--- src/pkg/vec_irq_pkg.sv ---
// Shared constants and types for the vectored interrupt acknowledge link
package vec_irq_pkg;
  localparam int DATA_W = 8;
  localparam int ADDR_W = 16;
  // Vector register value after reset
  localparam logic [7:0] VECTOR_RST = 8'h0f;
  // Restart opcode base (C7) and step between opcodes
  localparam logic [7:0] RESTART_BASE = 8'hc7;
  localparam logic [7:0] RESTART_STEP = 8'h08;
  // Fixed service address for fixed-address mode
  localparam logic [15:0] FIXED_ADDR = 16'h0038;
  // Processor interrupt handling modes
  typedef enum logic [1:0]
  {
    RESTART_OPCODE_IRQ_MODE = 2'h0,
    FIXED_ADDRESS_IRQ_MODE = 2'h1,
    PERIPHERAL_VECTOR_IRQ_MODE = 2'h2
  } irq_mode_e;
  // Restart opcode to call target (C7->0000 ... FF->0038)
  function automatic logic [15:0] restart_target(input logic [7:0] op);
    restart_target = {10'h000, op[5:3], 3'h0};
  endfunction
  // Service address from page byte and vector, bit 0 forced zero
  function automatic logic [15:0] vector_target(input logic [7:0] page, input logic [7:0] vec);
    vector_target = {page, vec[7:1], 1'b0};
  endfunction
endpackage

--- src/pkg/vec_irq_if.sv ---
// Interface joining the peripheral and processor ends of the link
`timescale 1ns/1ps
interface vec_irq_if;
  logic irq_out_n;
  logic ack_in_n;
  logic rd_n;
  logic [7:0] data_dev;
  logic data_dev_oe;
  logic chain_enable_in;
  logic chain_enable_out;
  // Bus value seen by processor; floats high when nobody drives
  logic [7:0] data_bus;
  assign data_bus = data_dev_oe ? data_dev : 8'hff;
  modport dev (output irq_out_n, input ack_in_n, input rd_n, output data_dev,
               output data_dev_oe, input chain_enable_in, output chain_enable_out);
  modport host (input irq_out_n, output ack_in_n, output rd_n, input data_bus);
endinterface

--- src/vec_irq_dev.sv ---
// Peripheral end: request, daisy chain and vector on acknowledge
`timescale 1ns/1ps
// Contract
// - Drive request low on enabled pending interrupt
// - Acknowledge marks next bus cycle as acknowledge
// - Chained mode: vector onto data on acknowledge
// - Processor builds page, vector 7:1, zero
// - Processor treats vector bit 0 as zero
// - Chain enable low blocks every request in chained mode; non-chained ignores it
// - Processor finishes instruction, acknowledges, reads vector
// - Restart opcodes C7..FF call 0000..0038
// - Fixed-address mode gives no acknowledge
// - Enable out high: enable in, no request
// - Enable out stays low until clear command
// - Reset gives non-chained; command enters chained
module vec_irq_dev
  import vec_irq_pkg::*;
(
  input wire logic clk_sys_i,
  input wire logic rst_i,
  vec_irq_if.dev link,
  input wire logic [7:0] pending_i,
  input wire logic [7:0] mask_i,
  input wire logic [7:0] vector_wr_data_i,
  input wire logic vector_wr_i,
  input wire logic set_chained_cmd_i,
  input wire logic clear_in_service_cmd_i,
  input wire logic reg_rd_i,
  input wire logic [7:0] reg_rd_data_i,
  output logic chained_o,
  output logic in_service_o
);
  // Mode group
  logic chained_r;
  logic chained_nxt;
  // Vector register group
  logic [7:0] vector_register_r;
  logic [7:0] vector_register_nxt;
  // Acknowledge and service group
  logic ack_pend_r;
  logic ack_pend_nxt;
  logic in_service_r;
  logic in_service_nxt;
  // Request and daisy-chain group
  logic irq_r;
  logic irq_nxt;
  logic ceo_r;
  logic ceo_nxt;
  // Data bus group
  logic [7:0] dout_r;
  logic [7:0] dout_nxt;
  logic oe_r;
  logic oe_nxt;
  // Conditions shared by several groups
  logic want;
  logic ack_take;
  logic ack_done;

  // Acknowledge honoured only in chained mode, once per service
  function automatic logic take_ack(input logic chained, input logic ack_n,
                                    input logic armed, input logic busy);
    take_ack = chained && !ack_n && !armed && !busy;
  endfunction

  assign want = |(pending_i & mask_i);
  assign ack_take = take_ack(chained_r, link.ack_in_n, ack_pend_r, in_service_r);
  // Acknowledge cycle ends with the processor's read strobe
  assign ack_done = ack_pend_r && !link.rd_n;

  // Mode next value
  always_comb
  begin
    chained_nxt = chained_r;
    if (set_chained_cmd_i)
      chained_nxt = 1'b1;
  end

  // Mode register; reset gives non-chained
  always_ff @(posedge clk_sys_i or posedge rst_i)
  begin
    if (rst_i)
      chained_r <= 1'b0;
    else
      chained_r <= chained_nxt;
  end

  // Vector register next value
  always_comb
  begin
    vector_register_nxt = vector_register_r;
    if (vector_wr_i)
      vector_register_nxt = vector_wr_data_i;
  end

  // Vector register storage
  always_ff @(posedge clk_sys_i or posedge rst_i)
  begin
    if (rst_i)
      vector_register_r <= VECTOR_RST;
    else
      vector_register_r <= vector_register_nxt;
  end

  // Acknowledge and service next values
  always_comb
  begin
    in_service_nxt = in_service_r;
    // armed for the one cycle after acknowledge
    ack_pend_nxt = ack_take;
    // service latch released only by command
    if (clear_in_service_cmd_i)
      in_service_nxt = 1'b0;
    // Vector read starts service; wins over a clear
    if (ack_done)
      in_service_nxt = 1'b1;
  end

  // Acknowledge and service registers
  always_ff @(posedge clk_sys_i or posedge rst_i)
  begin
    if (rst_i)
    begin
      ack_pend_r <= 1'b0;
      in_service_r <= 1'b0;
    end
    else
    begin
      ack_pend_r <= ack_pend_nxt;
      in_service_r <= in_service_nxt;
    end
  end

  // Request and enable-out next values
  always_comb
  begin
    // in chained mode, chain enable low gates the request
    if (chained_r)
      irq_nxt = want && link.chain_enable_in && !in_service_nxt;
    else
      irq_nxt = want;
    ceo_nxt = chained_r && link.chain_enable_in && !irq_nxt && !in_service_nxt
              && !ack_pend_nxt;
  end

  // Request and enable-out registers
  always_ff @(posedge clk_sys_i or posedge rst_i)
  begin
    if (rst_i)
    begin
      irq_r <= 1'b0;
      ceo_r <= 1'b0;
    end
    else
    begin
      irq_r <= irq_nxt;
      ceo_r <= ceo_nxt;
    end
  end

  // Data bus next values
  always_comb
  begin
    dout_nxt = dout_r;
    oe_nxt = 1'b0;
    // vector onto the bus in the cycle after acknowledge
    if (ack_take)
    begin
      dout_nxt = vector_register_r;
      oe_nxt = 1'b1;
    end
    else if (reg_rd_i)
    begin
      dout_nxt = reg_rd_data_i;
      oe_nxt = 1'b1;
    end
  end

  // Data bus registers; released after one cycle
  always_ff @(posedge clk_sys_i or posedge rst_i)
  begin
    if (rst_i)
    begin
      dout_r <= 8'h00;
      oe_r <= 1'b0;
    end
    else
    begin
      dout_r <= dout_nxt;
      oe_r <= oe_nxt;
    end
  end

  // Link pins
  assign link.irq_out_n = !irq_r;
  assign link.chain_enable_out = ceo_r;
  assign link.data_dev = dout_r;
  assign link.data_dev_oe = oe_r;
  // Status outputs
  assign chained_o = chained_r;
  assign in_service_o = in_service_r;
endmodule

--- src/flat_wrapper.sv ---
// flat-port wrapper written by rule: the top's interface ports become plain ports
module vec_irq_dev_flat import vec_irq_pkg::*;
  (clk_sys_i, rst_i, pending_i, mask_i, vector_wr_data_i, vector_wr_i, set_chained_cmd_i, clear_in_service_cmd_i, reg_rd_i, reg_rd_data_i, chained_o, in_service_o, link_irq_out_n, link_ack_in_n, link_rd_n, link_data_dev, link_data_dev_oe, link_chain_enable_in, link_chain_enable_out);
  vec_irq_if link_i ();
  input wire logic clk_sys_i;
  input wire logic rst_i;
  input wire logic [7:0] pending_i;
  input wire logic [7:0] mask_i;
  input wire logic [7:0] vector_wr_data_i;
  input wire logic vector_wr_i;
  input wire logic set_chained_cmd_i;
  input wire logic clear_in_service_cmd_i;
  input wire logic reg_rd_i;
  input wire logic [7:0] reg_rd_data_i;
  output logic chained_o;
  output logic in_service_o;
  output wire logic [$bits(link_i.irq_out_n)-1:0] link_irq_out_n;
  input wire logic [$bits(link_i.ack_in_n)-1:0] link_ack_in_n;
  input wire logic [$bits(link_i.rd_n)-1:0] link_rd_n;
  output wire logic [$bits(link_i.data_dev)-1:0] link_data_dev;
  output wire logic [$bits(link_i.data_dev_oe)-1:0] link_data_dev_oe;
  input wire logic [$bits(link_i.chain_enable_in)-1:0] link_chain_enable_in;
  output wire logic [$bits(link_i.chain_enable_out)-1:0] link_chain_enable_out;
  assign link_irq_out_n = link_i.irq_out_n;
  assign link_i.ack_in_n = link_ack_in_n;
  assign link_i.rd_n = link_rd_n;
  assign link_data_dev = link_i.data_dev;
  assign link_data_dev_oe = link_i.data_dev_oe;
  assign link_i.chain_enable_in = link_chain_enable_in;
  assign link_chain_enable_out = link_i.chain_enable_out;
  vec_irq_dev u_core (.clk_sys_i(clk_sys_i), .rst_i(rst_i), .link(link_i), .pending_i(pending_i), .mask_i(mask_i), .vector_wr_data_i(vector_wr_data_i), .vector_wr_i(vector_wr_i), .set_chained_cmd_i(set_chained_cmd_i), .clear_in_service_cmd_i(clear_in_service_cmd_i), .reg_rd_i(reg_rd_i), .reg_rd_data_i(reg_rd_data_i), .chained_o(chained_o), .in_service_o(in_service_o));
endmodule
--- config.mk ---
export PLATFORM = sky130hd
export DESIGN_NAME = vec_irq_dev_flat
export DESIGN_NICKNAME = d
export VERILOG_FILES = /design/src/pkg/vec_irq_pkg.sv /design/src/pkg/vec_irq_if.sv /design/src/vec_irq_dev.sv /design/src/flat_wrapper.sv
export SDC_FILE = /design/constraint.sdc
export NUM_CORES = 1
export LEC_CHECK = 0
export BUFFER_PORTS_ARGS = -buffer_cell sky130_fd_sc_hd__buf_2
export CORE_AREA = 2 2 60 62
export DETAILED_ROUTE_END_ITERATION = 10
export DIE_AREA = 0 0 62 64
export SKIP_LAST_GASP = 1
export SYNTH_ARGS = -nofsm -noshare
export SYNTH_HDL_FRONTEND = slang
export SYNTH_SLANG_ARGS = --single-unit
export TNS_END_PERCENT = 100
--- constraint.sdc ---
create_clock -name clk_sys_i -period 1.6 [get_ports clk_sys_i]
set_input_delay 0.08 -clock clk_sys_i [delete_from_list [all_inputs] [get_ports clk_sys_i]]
set_output_delay 0.08 -clock clk_sys_i [all_outputs]
set_load 0.1 [all_outputs]
==> qor.yml <==
path_class: "flop to flop"
syn-num-nets: 116
wl_microns: 1980
setup_viol: 0
clk_path_buf_depth: 2
crit_path_max_fanout: 3
rsz0062_at_grt: "no"
drc: 0
p_per_area_nw_per_um2: 1150
timing.fmax_mhz: 785
critPathRequiredTime_ns: 1.79
synth.distinct_cells: 18
fin_nets: 177
ys_seq_area_share_pct: 58.8
vias: 747
design.core.area_sq_um: 3280
tns_ns: 0
globalRouteOverflowTotal: 0
maxCapViolCount: 0
areaGrowthSynthToFinish_pct: 41.1
tightest_slew_ns: 0.769
io_pins: 54
ff2ff_setup_slack_ns: 0.33
syn_area_sq_um: 945
drive_above_1_share_pct: 54.8
hold_class: "primary input to flop"
hold_viol_final: 0
synth_cells: 75
antenna_found_initial: 0
grt_usage_pct: 10.5
syn_avg_cell_area_sq_um: 12.6
placed_area_sq_um: 1260
die-area_sq_um: 3970
critPathLaunchType: "flop"
status: "finished, final reports clean"
grt_start_max_net_pins: 23
min_period_ns: 1.27
synth-seq-cells: 22
layout_common_cells: "53 x buf_2, 16 x dfrtp_1"
root_buffer: "clkbuf_4"
maxSlewHeadroom_pct: 48.7
clk_latency_ns: 0.30
first_global_vias: 746
layout_commonest_cell: "buf_2"
ir_drop_mv: 0.246
globalplace.congestion: 0.725
yosysWarnings: 0
grt_pass1_wl_microns: 3150
final_util_pct: 40.6
port_buffers: 53
num_antenna_cells: 0
htree_levels: 1
fp-row-count: 21
vias_per_cell: 4.13
fp.dieW_microns: 62
leakage_nw: 0.671
p_total_mw: 1.54
clock_sinks: 22
die_y_microns: 64
initialDrtViolationCount: 15
end_kind: "flop"
finalInstanceArea_sq_um: 1330
clock-skew-final_ns: 0.00948
cts_made_buffers: 3
cts_tree: "yes"
place_hpwl_microns: 1620
clkTransAtPathRegs_ns: 0.11
ant_nets: 0
drt_pass1_iterations: 4
cp.arrival_ns: 1.47
initial_core_util_pct: 28.8
wl_per_cell_microns: 10.9
fin_crit_sh_pct: 79.6
slew_viol_final: 0
power by group:
part           switching (mW)  leakage (nW)  internal, mW  total (mW)
Combinational           0.471         0.400         0.143       0.614
Clock                   0.150        0.0150        0.0970       0.248
Sequential             0.0399         0.255         0.636       0.676
worst max-delay path: stages, from the launching register on:
cell           delay, ns
dfrtp_1             0.44
inv_1               0.09
o22ai_1             0.07
dlygate4sd3_1       0.56
cell usage after synthesis:
cell type | n | share of area [%]
mux2i_1 | 8 | 8.5
o22ai_1 | 1 | 0.66
or2_2 | 2 | 1.3
a21oi_1 | 1 | 0.53
o21ai_0 | 8 | 4.2
dfrtp_1 | 18 | 48
nor4b_1 | 1 | 0.93
nor4b_4 | 1 | 2.5
dfstp_2 | 4 | 11
a22oi_1 | 4 | 3.2
inv_1 | 5 | 2.0
buf_2 | 2 | 1.1
mux2_2 | 8 | 9.5
nor3_1 | 1 | 0.53
nand2_1 | 8 | 3.2
and4_1 | 1 | 0.93
buf_6 | 1 | 1.2
o221ai_1 | 1 | 0.93
what timing repair did:
action | 4_1_cts | 5_1_grt
hold endpoints to repair | 21 | 0
hold buffers | 5 | 0
resized for setup | 0 | 0
setup buffers | 0 | 0
worst paths after layout:
path | from | endpoint | cells after the start
worst max-delay path | u_core.ack_pend_r | u_core.in_service_o | 3
worst min-delay path | vector_wr_data_i[3] | u_core.vector_register_r[3] | 2
worst max register to register | u_core.ack_pend_r | u_core.in_service_o | 3
worst min register to register | u_core.chained_o | u_core.irq_r | 1
max in group asynchronous | rst_i | u_core.chained_o | 3
min in group asynchronous | rst_i | u_core.in_service_o | 3
registers in the layout, indices dropped and copies added, names as in the netlist:
name,flops
u_core.ack_pend_r,1
u_core.chained_o,1
u_core.in_service_o,1
u_core.irq_r,1
u_core.link.chain_enable_out,1
u_core.link.data_dev,8
u_core.link.data_dev_oe,1
u_core.vector_register_r,8
final cells by class:
class	instances	area, sq um
Clock buffer	4	26.3
Fill cell	333	1950
Inverter	5	18.8
Multi-Input combinational cell	45	349
Sequential cell	22	558
Tap cell	46	57.6
Timing Repair Buffer	59	323
logic make-up after synthesis:
family,Yosys count,share of synthesized area (%)
AOI/OAI and AO/OA,15,9.54
buffers and inverters,8,4.24
DFF,22,58.8
muxes,16,18.0
and+or+nand+nor,14,9.40
layer usage:
metal | vias to the layer above | GRT usage, % | routed length (microns)
met5 | - | 0 | 0
met1 | 338 | 13.2 | 892
met2 | 22 | 16.9 | 965
met3 | 4 | 0.810 | 76
li1 | 383 | - | -
met4 | 0 | 6.12 | 41
per-stage QoR:
stage / hold slack (ns) / setup slack, ns / std cells
after global placement: 0.260 / 0.473 / 172
after global routing: 0.00301 / 0.294 / 181
final: 0.0108 / 0.327 / 181
after detailed placement: 0.271 / 0.415 / 172
after floorplan: 0.0661 / 0.125 / 75
after CTS: 0.00375 / 0.338 / 181
Power figures use the tool's default switching activity.
